**src/hw/dmcs_pkg.sv**
```systemverilog
package dmcs_pkg;

  // ----------------------------------------
  // Geometry
  // ----------------------------------------
  localparam int DMCS_CHARS = 20;
  localparam int DMCS_COLS = 5;
  localparam int DMCS_DOTS = 7;
  localparam int DMCS_RAM_WORDS = 100;
  localparam int DMCS_ADDR_W = 8;
  localparam int DMCS_DATA_W = 7;
  localparam int DMCS_SEL_W = 4;

  // ----------------------------------------
  // Address decode points
  // ----------------------------------------
  localparam logic [7:0] DMCS_ADDR_ZERO = 8'h00;
  localparam logic [7:0] DMCS_ADDR_COL1 = 8'h14;
  localparam logic [7:0] DMCS_ADDR_COL2 = 8'h28;
  localparam logic [7:0] DMCS_ADDR_COL3 = 8'h3C;
  localparam logic [7:0] DMCS_ADDR_COL4 = 8'h50;
  localparam logic [7:0] DMCS_ADDR_WRAP = 8'h64;
  localparam logic [7:0] DMCS_ADDR_MASTER_CLR = 8'h7F;
  localparam logic [7:0] DMCS_ADDR_CLR_END = 8'h80;
  localparam logic [7:0] DMCS_ADDR_ONE = 8'h01;

  // ----------------------------------------
  // Bit selector
  // ----------------------------------------
  localparam logic [3:0] DMCS_SEL_START = 4'h9;
  localparam logic [3:0] DMCS_SEL_TERM = 4'hF;
  localparam logic [3:0] DMCS_SEL_ONE = 4'h1;

  // ----------------------------------------
  // Timing
  // ----------------------------------------
  localparam int DMCS_CLK_PERIOD_NS = 5;
  localparam int DMCS_DWELL_NS = 1500000;
  localparam int DMCS_DWELL_CYCLES = DMCS_DWELL_NS / DMCS_CLK_PERIOD_NS;
  localparam int DMCS_DWELL_W = 19;

  // ----------------------------------------
  // Column drive one-hot codes
  // ----------------------------------------
  localparam logic [4:0] DMCS_COL_NONE = 5'h00;
  localparam logic [4:0] DMCS_COL_1 = 5'h01;
  localparam logic [4:0] DMCS_COL_2 = 5'h02;
  localparam logic [4:0] DMCS_COL_3 = 5'h04;
  localparam logic [4:0] DMCS_COL_4 = 5'h08;
  localparam logic [4:0] DMCS_COL_5 = 5'h10;

  typedef struct packed {
    logic por_s1;
    logic por_s2;
    logic fb_s1;
    logic fb_s2;
    logic [7:0] addr;
    logic [3:0] bitsel;
    logic phase;
    logic shift_clk;
    logic serial_data;
    logic hold;
    logic dwell_done;
    logic [18:0] dwell;
    logic [4:0] cols;
    logic clear;
    logic addr_rst;
  } dmcs_state_type;

  // Host side write into column RAM
  typedef struct packed {
    logic en;
    logic [7:0] addr;
    logic [6:0] data;
  } dmcs_host_wr_type;

endpackage

```
**src/hw/dmcs_scan.sv**
```systemverilog
// Operation
// - Shift 140 bits before each column lights, bar column five right after reset or clear
// - Halt shifting, drive column for dwell
// - Column RAM of 100 seven-bit words
// - RAM holds columns in ascending octal blocks
// - Select seven bits, then advance address
// - Bit selector reloads octal 11 at top
// - Capture edge opposite to selector advance
// - Address zero drives column five first
// - Octal 24 holds clock, drives column one
// - Octal 50 and later boundaries repeat pattern
// - Octal 144 resets address to zero
// - Power-on clear zeroes address, writes RAM
// - Clear loop suppresses drivers, writes zeros
// - Octal 200 ends clear loop, resets address
// - Address octal 177 forces clear loop
`timescale 1ns/1ps
`default_nettype none

module dmcs_scan
  import dmcs_pkg::*;
#(
  parameter int unsigned DWELL_CYCLES = DMCS_DWELL_CYCLES
) (
  // Clock and reset
  input wire logic core_clk_i,
  input wire logic resetn_i,
  // Host RAM port
  input wire logic host_wr_en_i,
  input wire logic [7:0] host_wr_addr_i,
  input wire logic [6:0] host_wr_data_i,
  input wire logic ram_clear_request_i,
  // Pins from timer and feedback
  input wire logic power_on_clear_in_i,
  input wire logic clear_mode_feedback_in_i,
  // Display serial load
  output logic serial_data_o,
  output logic shift_clk_o,
  // Column drivers and status
  output logic [4:0] column_drive_o,
  output logic column1_drive_out_o,
  output logic column5_drive_out_o,
  output logic shift_clock_hold_out_o,
  output logic address_reset_out_o,
  output logic ram_write_enable_out_o
);

  // ----------------------------------------
  // Decoding
  // ----------------------------------------
  function automatic logic [4:0] col_of(input logic [7:0] a);
    logic [4:0] c;
    c = DMCS_COL_NONE;
    unique case (a)
      DMCS_ADDR_ZERO: c = DMCS_COL_5;
      DMCS_ADDR_COL1: c = DMCS_COL_1;
      DMCS_ADDR_COL2: c = DMCS_COL_2;
      DMCS_ADDR_COL3: c = DMCS_COL_3;
      DMCS_ADDR_COL4: c = DMCS_COL_4;
      default: c = DMCS_COL_NONE;
    endcase
    return c;
  endfunction

  function automatic logic in_ram(input logic [7:0] a);
    return a < 8'(DMCS_RAM_WORDS);
  endfunction

  function automatic logic is_boundary(input logic [7:0] a);
    return col_of(a) != DMCS_COL_NONE;
  endfunction

  function automatic logic sel_last(input logic [3:0] s);
    return s == DMCS_SEL_TERM;
  endfunction

  // Selector runs from its start state, so the bit index is the offset from it
  function automatic logic [2:0] sel_bit(input logic [3:0] s);
    logic [3:0] k;
    k = s - DMCS_SEL_START;
    return k[2:0];
  endfunction

  // ----------------------------------------
  // Column RAM
  // ----------------------------------------
  logic [DMCS_DATA_W-1:0] ram [DMCS_RAM_WORDS];
  dmcs_state_type q, d;
  dmcs_host_wr_type hw;
  logic [6:0] word;
  logic [2:0] bit_idx;
  logic ram_we;
  logic [6:0] ram_wa;
  logic [6:0] ram_wd;

  assign hw = '{en: host_wr_en_i, addr: host_wr_addr_i, data: host_wr_data_i};
  assign word = in_ram(q.addr) ? ram[q.addr[6:0]] : 7'h00;
  assign bit_idx = sel_bit(q.bitsel);

  // Single write port: the clear loop owns it, host writes then are dropped
  assign ram_we = q.clear ? in_ram(q.addr) : (hw.en && in_ram(hw.addr));
  assign ram_wa = q.clear ? q.addr[6:0] : hw.addr[6:0];
  assign ram_wd = q.clear ? 7'h00 : hw.data;

  always_ff @(posedge core_clk_i) begin
    if (ram_we) begin
      ram[ram_wa] <= ram_wd;
    end
  end

  // ----------------------------------------
  // Dwell timer
  // ----------------------------------------
  // One less is loaded so the column stays on for exactly DWELL_CYCLES clocks
  logic [18:0] dwell_load;
  logic dwell_over;

  assign dwell_load = 19'(DWELL_CYCLES - 1);
  assign dwell_over = q.dwell == '0;

  // ----------------------------------------
  // Scan conditions
  // ----------------------------------------
  logic por_active;
  logic fb_active;
  logic clear_start;
  logic at_master;
  logic at_clear_end;
  logic at_wrap;
  logic at_boundary;
  logic dwell_start;

  // Only the second synchroniser stages are decoded
  assign por_active = q.por_s2;
  assign fb_active = q.fb_s2;
  assign clear_start = ram_clear_request_i && !q.clear;
  assign at_master = q.addr == DMCS_ADDR_MASTER_CLR;
  assign at_clear_end = q.addr == DMCS_ADDR_CLR_END;
  assign at_wrap = q.addr == DMCS_ADDR_WRAP;
  assign at_boundary = is_boundary(q.addr);
  // A boundary is served once per visit, before its word's first bit
  assign dwell_start = !q.phase && !q.dwell_done && q.bitsel == DMCS_SEL_START && at_boundary;

  // ----------------------------------------
  // Scan sequencer
  // ----------------------------------------
  always_comb begin
    d = q;
    d.por_s1 = power_on_clear_in_i;
    d.por_s2 = q.por_s1;
    d.fb_s1 = clear_mode_feedback_in_i;
    d.fb_s2 = q.fb_s1;
    d.addr_rst = 1'b0;
    if (por_active) begin
      d.addr = DMCS_ADDR_ZERO;
      d.clear = 1'b1;
      d.hold = 1'b0;
      d.cols = DMCS_COL_NONE;
      d.bitsel = DMCS_SEL_START;
      d.phase = 1'b0;
      d.shift_clk = 1'b0;
      d.dwell_done = 1'b0;
      d.addr_rst = 1'b1;
    end else if (clear_start) begin
      d.addr = DMCS_ADDR_MASTER_CLR;
      d.hold = 1'b0;
      d.cols = DMCS_COL_NONE;
    end else if (q.clear) begin
      d.cols = DMCS_COL_NONE;
      if (at_clear_end) begin
        d.clear = 1'b0;
        d.addr = DMCS_ADDR_ZERO;
        d.addr_rst = 1'b1;
        d.dwell_done = 1'b0;
      end else begin
        d.addr = q.addr + DMCS_ADDR_ONE;
      end
    end else if (at_master) begin
      d.clear = 1'b1;
      d.addr = DMCS_ADDR_ZERO;
      d.addr_rst = 1'b1;
      d.cols = DMCS_COL_NONE;
      d.hold = 1'b0;
      d.bitsel = DMCS_SEL_START;
      d.phase = 1'b0;
      d.shift_clk = 1'b0;
    end else if (q.hold) begin
      // Shift clock frozen until the dwell runs out
      if (dwell_over) begin
        d.hold = 1'b0;
        d.cols = DMCS_COL_NONE;
      end else begin
        d.dwell = q.dwell - 19'h00001;
        // Feedback rising mid-dwell still darkens the lit column
        if (fb_active) begin
          d.cols = DMCS_COL_NONE;
        end
      end
    end else if (at_wrap) begin
      d.addr = DMCS_ADDR_ZERO;
      d.addr_rst = 1'b1;
      d.dwell_done = 1'b0;
    end else if (dwell_start) begin
      // Reached after the last bit's rising capture edge, except at address zero right after reset or clear
      d.hold = 1'b1;
      d.dwell_done = 1'b1;
      d.dwell = dwell_load;
      d.shift_clk = 1'b0;
      d.cols = fb_active ? DMCS_COL_NONE : col_of(q.addr);
    end else if (!q.phase) begin
      // Falling shift edge: new bit and selector step together
      d.serial_data = word[bit_idx];
      d.shift_clk = 1'b0;
      d.phase = 1'b1;
      d.cols = DMCS_COL_NONE;
      if (sel_last(q.bitsel)) begin
        d.bitsel = DMCS_SEL_START;
        d.addr = q.addr + DMCS_ADDR_ONE;
        d.dwell_done = 1'b0;
      end else begin
        d.bitsel = q.bitsel + DMCS_SEL_ONE;
      end
    end else begin
      // Rising edge: display captures the settled bit
      d.shift_clk = 1'b1;
      d.phase = 1'b0;
    end
  end

  // ----------------------------------------
  // State register
  // ----------------------------------------
  always_ff @(posedge core_clk_i or negedge resetn_i) begin
    if (!resetn_i) begin
      q <= '{
        por_s1: 1'b0,
        por_s2: 1'b0,
        fb_s1: 1'b0,
        fb_s2: 1'b0,
        addr: DMCS_ADDR_ZERO,
        bitsel: DMCS_SEL_START,
        phase: 1'b0,
        shift_clk: 1'b0,
        serial_data: 1'b0,
        hold: 1'b0,
        dwell_done: 1'b0,
        dwell: '0,
        cols: DMCS_COL_NONE,
        clear: 1'b0,
        addr_rst: 1'b0
      };
    end else begin
      q <= d;
    end
  end

  // ----------------------------------------
  // Outputs
  // ----------------------------------------
  assign serial_data_o = q.serial_data;
  assign shift_clk_o = q.shift_clk;
  // Column pins fan out bit by bit; bits 0 and 4 also have their own pins
  for (genvar i = 0; i < DMCS_COLS; i++) begin : g_col_pin
    assign column_drive_o[i] = q.cols[i];
  end
  assign column1_drive_out_o = q.cols[0];
  assign column5_drive_out_o = q.cols[4];
  assign shift_clock_hold_out_o = q.hold;
  assign address_reset_out_o = q.addr_rst;
  assign ram_write_enable_out_o = q.clear;

endmodule

`default_nettype wire

```
**config.mk**
```make
export PLATFORM = sky130hd
export DESIGN_NAME = dmcs_scan
export DESIGN_NICKNAME = d
export VERILOG_FILES = /design/src/hw/dmcs_pkg.sv /design/src/hw/dmcs_scan.sv
export SDC_FILE = /design/constraint.sdc
export NUM_CORES = 1
export LEC_CHECK = 0
export BUFFER_PORTS_ARGS = -buffer_cell sky130_fd_sc_hd__buf_2
export CORE_MARGIN = 2
export CORE_UTILIZATION = 50
export CTS_BUF_LIST = sky130_fd_sc_hd__clkbuf_4
export DETAILED_ROUTE_END_ITERATION = 10
export PLACE_DENSITY = 0.63
export SETUP_SLACK_MARGIN = 0.15
export SLEW_MARGIN = 20
export SYNTH_ARGS = -nofsm -noshare
export SYNTH_HDL_FRONTEND = slang
export SYNTH_SLANG_ARGS = --single-unit
```
**constraint.sdc**
```tcl
create_clock -name core_clk_i -period 13 [get_ports core_clk_i]
set_input_delay 2.6 -clock core_clk_i [delete_from_list [all_inputs] [get_ports core_clk_i]]
set_output_delay 2.6 -clock core_clk_i [all_outputs]
set_load 0.1 [all_outputs]
```
# Word level (Yosys, flattened, before mapping)
# Memory sizes are Yosys's and may differ from the RTL's.
# Index checks and enable logic that the tools add are counted.
[word_totals]
register_bits = 47
ramBits = 700
inputBits = 21
output_inout_bits = 12
wordCells = 154
n_memories = 1
[mem_list]
columns = ["memory", "words", "word_bits", "read_ports", "rd_ports_with_merged_regs", "write_ports", "line_no", "source"]
rows = [
  ["ram", 100, 7, 1, 0, 1, "dmcs_scan.sv:87", "logic [DMCS_DATA_W-1:0] ram [DMCS_RAM_WORDS];"],
]
[op_classes]
n_addsub = 4
n_lt_le_gt_ge = 3
eq_ne = 31
mux = 74
n_bitwise = 4
n_reduce_logical = 22
[op_table]
columns = ["op", "n"]
rows = [
  ["two-way mux 15 bit", 5],
  ["two-way mux 19 bit", 3],
  ["two-way mux 8 bit", 7],
  ["two-way mux 24 bit", 2],
  ["two-way mux 7 bit", 6],
  ["two-way mux 20 bit", 2],
  ["two-way mux 5 bit", 7],
  ["two-way mux 14 bit", 2],
  ["one-hot mux 5 bit (5 select lines)", 1],
  ["equality test 8 x 7 -> 1 bit (second input constant)", 3],
  ["two-way mux 1 bit", 24],
  ["two-way mux 2 bit", 11],
  ["zero test 19 bit", 1],
  ["subtractor 19 x 1 -> 19 bit (second input constant)", 1],
  ["equality test 8 x 6 -> 1 bit (second input constant)", 2],
  ["less-than comparator 8 x 7 -> 1 bit (second input constant)", 2],
  ["!= test 5 x 2 -> 1 bit (second input constant)", 3],
  ["two-way mux 13 bit", 1],
  ["two-way mux 12 bit", 1],
  ["!= test 3 x 1 -> 1 bit (second input constant)", 4],
  ["!= test 6 bit (second input constant)", 2],
  ["AND reduction 6 bit", 2],
  ["!= test 5 bit (second input constant)", 2],
  ["nonzero test 5 bit", 2],
  ["other kinds (27)", 42],
]

# Depth between registers and ports, before layout
[depth]
ltp_word = 22
depth_mapped = 15
ltp_nobuf = 9

# Least setup slack after synthesis
# OpenSTA, ideal clock, no wires.
[synth_timing]
kind = "input to register"
startpoint = "input port host_wr_data_i[0]"
endpoint = "memory ram[0][0], data pin"
setup_time_ps = 689
arrival_ps = 5050
required_ps = 12311
setup_slack_ps = 7261
cell_stages = 1
n_path_buf = 0
cell_sequence = "nor2b_1"
[synth_via]
elab_chain_cells = 1
[synth_lines]
columns = ["element", "line_no", "source"]
rows = [
  ["start: declaration", "dmcs_scan.sv:31", "input wire logic [6:0] host_wr_data_i,"],
  ["two-way mux 7 bit", "dmcs_scan.sv:103", "assign ram_wd = q.clear ? 7'h00 : hw.data;"],
  ["end: declaration", "dmcs_scan.sv:87", ""],
]
# No other way between the ends.

# Worst setup path after layout
[layout_timing]
startpoint = "register q (netlist bit ram_write_enable_out_o)"
endpoint = "output port ram_write_enable_out_o"
[layout_rtl]
columns = ["element", "line_no", "source"]
rows = [
  ["start: declaration", "dmcs_scan.sv:88", "dmcs_state_type q, d;"],
  ["start signal: assignment", "dmcs_scan.sv:235", "q <= '{"],
  ["end: declaration", "dmcs_scan.sv:45", "output logic ram_write_enable_out_o"],
]
# No word-level cell between the ends.

==> flow_summary.yaml <==
status:
  outcome: "complete, no violations"
setup_path:
  worstPathArrival_ns: 2.50
  path_class: "register to output pin"
  worstPathRequired_ns: 10.40
  r2r_slack_ns: 8.43
  critPathCaptureType: "output pin"
  r2r_cells: 8
  r2r_end: "serial_data_o"
  r2r_start: "q[35]"
  crit_family: "flip-flops"
  slowest_delay_ns: 0.96
  cp-start-kind: "register"
  path_max_fanout: 42
  path_cells: "buf_2"
  critical_path_buf_inv_count: 1
  cpMaxStageDelayCell: "dfrtp_2"
  crit_cells: 1
clock_network:
  clk_pin_slew_ns: 0.06
  cts.path.max_buffers: 3
  hold_buffers: 0
  worstSkewPairLatency_ns: 0.97
  h-tree-depth: 4
  cts_buffers: 186
  numClockSinks: 747
  cts_tree: "done"
  cts_resized: 0
  post_cts_buffers: 0
  cts-root-buf: "clkbuf_4"
job:
  maxCapViolCount: 0
synth:
  netlist_area_mm2: 0.0304
  synth_cell_types: 75
  ys_seq_area_frac: 0.730
  syn_avg_cell_area_um2: 18.1
  synth_seq_cells: 747
  synthArstFlopShare: 0.0629
  synth_cells: 1685
  syn_nets: 1713
  synth_ff_type: "edfxtp_1"
  synthTopCellsByArea: "edfxtp_1 69%, mux4_2 12%, dfrtp_1 3.7%"
  ys.warnings.count: 0
  yosys.area.top_type: "edfxtp_1"
  synth-edff-count: 700
  netlist.area_leader.share: 0.691
finish:
  fillers: 4653
  final_common_cell: "edfxtp_1"
  final_nets: 1872
  final_util: 0.559
  final_cell_mix: "700 x edfxtp_1, 267 x clkbuf_4, 162 x mux4_2, 142 x nor2_1, 103 x nand2_1"
  layout-area-overhead-vs-synth_pct: 10.8
  drive_above_1_share: 0.282
  final_cell_area_mm2: 0.0337
global_route:
  grt_pass1_wl_mm: 119
  grt_pass1_vias: 17500
  grt_antenna_before_repair: 2
  grt_remaining_overflow: 0
  gr-usage-all-layers: 0.266
  grt_max_degree: 133
timing:
  fmax_mhz: 196
  period_needed_ns: 5.10
  tightestPinTransition_ns: 1.23
  post-route-period-util: 0.393
  report.final.slew_viol_count: 0
  tns_ns: 0
  slew_headroom: 0.181
  hold_viol_final: 0
  rsz0062_at_grt: "no"
  skew_ns: 0.0499
  setup_viol: 0
  setup_slack_ns: 7.90
routing:
  routed_wl_mm: 81.7
  vias: 17400
  viasPerCell: 6.28
  dr.pass1.iters: 6
  drc: 0
  drt-wirelength-per-cell_um: 29.5
  drt-initial-drc-count: 2265
  ant_nets: 0
power:
  p_per_area_mw_per_mm2: 142
  worst_ir_drop_vdd_mv: 0.0753
  leakagePower_nw: 11.1
die:
  pin_count: 33
  core_area_mm2: 0.0602
  rows: 90
  die_width_um: 251
  start_util: 0.505
  die_area_mm2: 0.0628
  dieHeight_um: 251
placed_design:
  port_buffers: 32
  pre_cts_slack_ns: 7.45
  placed_area_mm2: 0.0314
  place_congestion: 0.885
  hpwl_mm: 49.2
hold_path:
  hold_class: "register to register"
  min_from: "d[43]"
  holdPathStages: 0
  hold_end: "fb_active"
power breakdown:
part	switching [mW]	total, mW	internal [mW]
Combinational	0.166	0.286	0.120
Clock	0.933	1.90	0.963
Sequential	0.0179	2.62	2.60
kinds of logic after synthesis:
logic type / synth area share
AO/OA/AOI/OAI: 0.0477
XOR/XNOR: 0.00173
adder cells (fa/ha/maj): 0.00288
buffers and inverters: 0.0208
flip-flops: 0.730
multiplexers: 0.138
AND/OR/NAND/NOR: 0.0592
cell type report:
type                            instances  area, µm²  area share
Tap cell                              782        978      0.0290
Clock inverter                         62        280     0.00832
Multi-Input combinational cell        815       7670       0.227
Inverter                               21       78.8     0.00234
Antenna cell                            2       5.00    0.000149
Clock buffer                          267       2000      0.0595
Timing Repair Buffer                   73        480      0.0143
Sequential cell                       747      22200       0.659
worst max path at each step:
stage                           start                endpoint  slack [ns]
3_3_place_gp        host_wr_addr_i[2]              ram[49][6]        7.57
2_1_floorplan       host_wr_data_i[0]               ram[0][0]        7.26
6_report       ram_write_enable_out_o  ram_write_enable_out_o        7.90
4_1_cts        ram_write_enable_out_o  ram_write_enable_out_o        7.76
5_1_grt        ram_write_enable_out_o  ram_write_enable_out_o        7.77
3_5_place_dp        host_wr_addr_i[2]              ram[17][3]        7.45
cell usage after synthesis (all sizes together), types with 8 or more instances:
library cell,number
nor2,142
and2,8
edfxtp,700
nor2b,22
nand2,103
mux2,10
a211oi,15
a21oi,24
a22o,14
nand3,26
o21ai,43
mux2i,44
inv,21
nor3,21
dfrtp,45
a31oi,10
or3,8
o211ai,8
o31ai,9
clkbuf,39
buf,63
o22ai,13
a22oi,15
mux4,162
stage by stage:
step           std cells  power [mW]  hold slack [ns]
3_3_place_gp        2438        2.95            0.344
2_1_floorplan       1685        2.86            0.331
5_1_grt             2769        4.98            0.372
6_report            2769        4.80            0.360
4_1_cts             2767        4.84            0.365
3_5_place_dp        2438        2.95            0.342
routing by layer:
metal | vias to the layer above | GRT usage | part of all wire
met5 | - | 0 | 0
met3 | 146 | 0.0804 | 0.10
met1 | 8947 | 0.358 | 0.39
met4 | 0 | 0.104 | 0.027
li1 | 7243 | - | -
met2 | 1040 | 0.409 | 0.48
registers in the layout (all words and copies together) (netlist names):
register and count:
d 2, fb_active 1, ram_write_enable_out_o 1, address_reset_out_o 1, shift_clk_o 1, q 33, ram 700, shift_clock_hold_out_o 1
column_drive_o 5, serial_data_o 1, por_active 1
No activity file was read; power rests on OpenSTA's default activity.
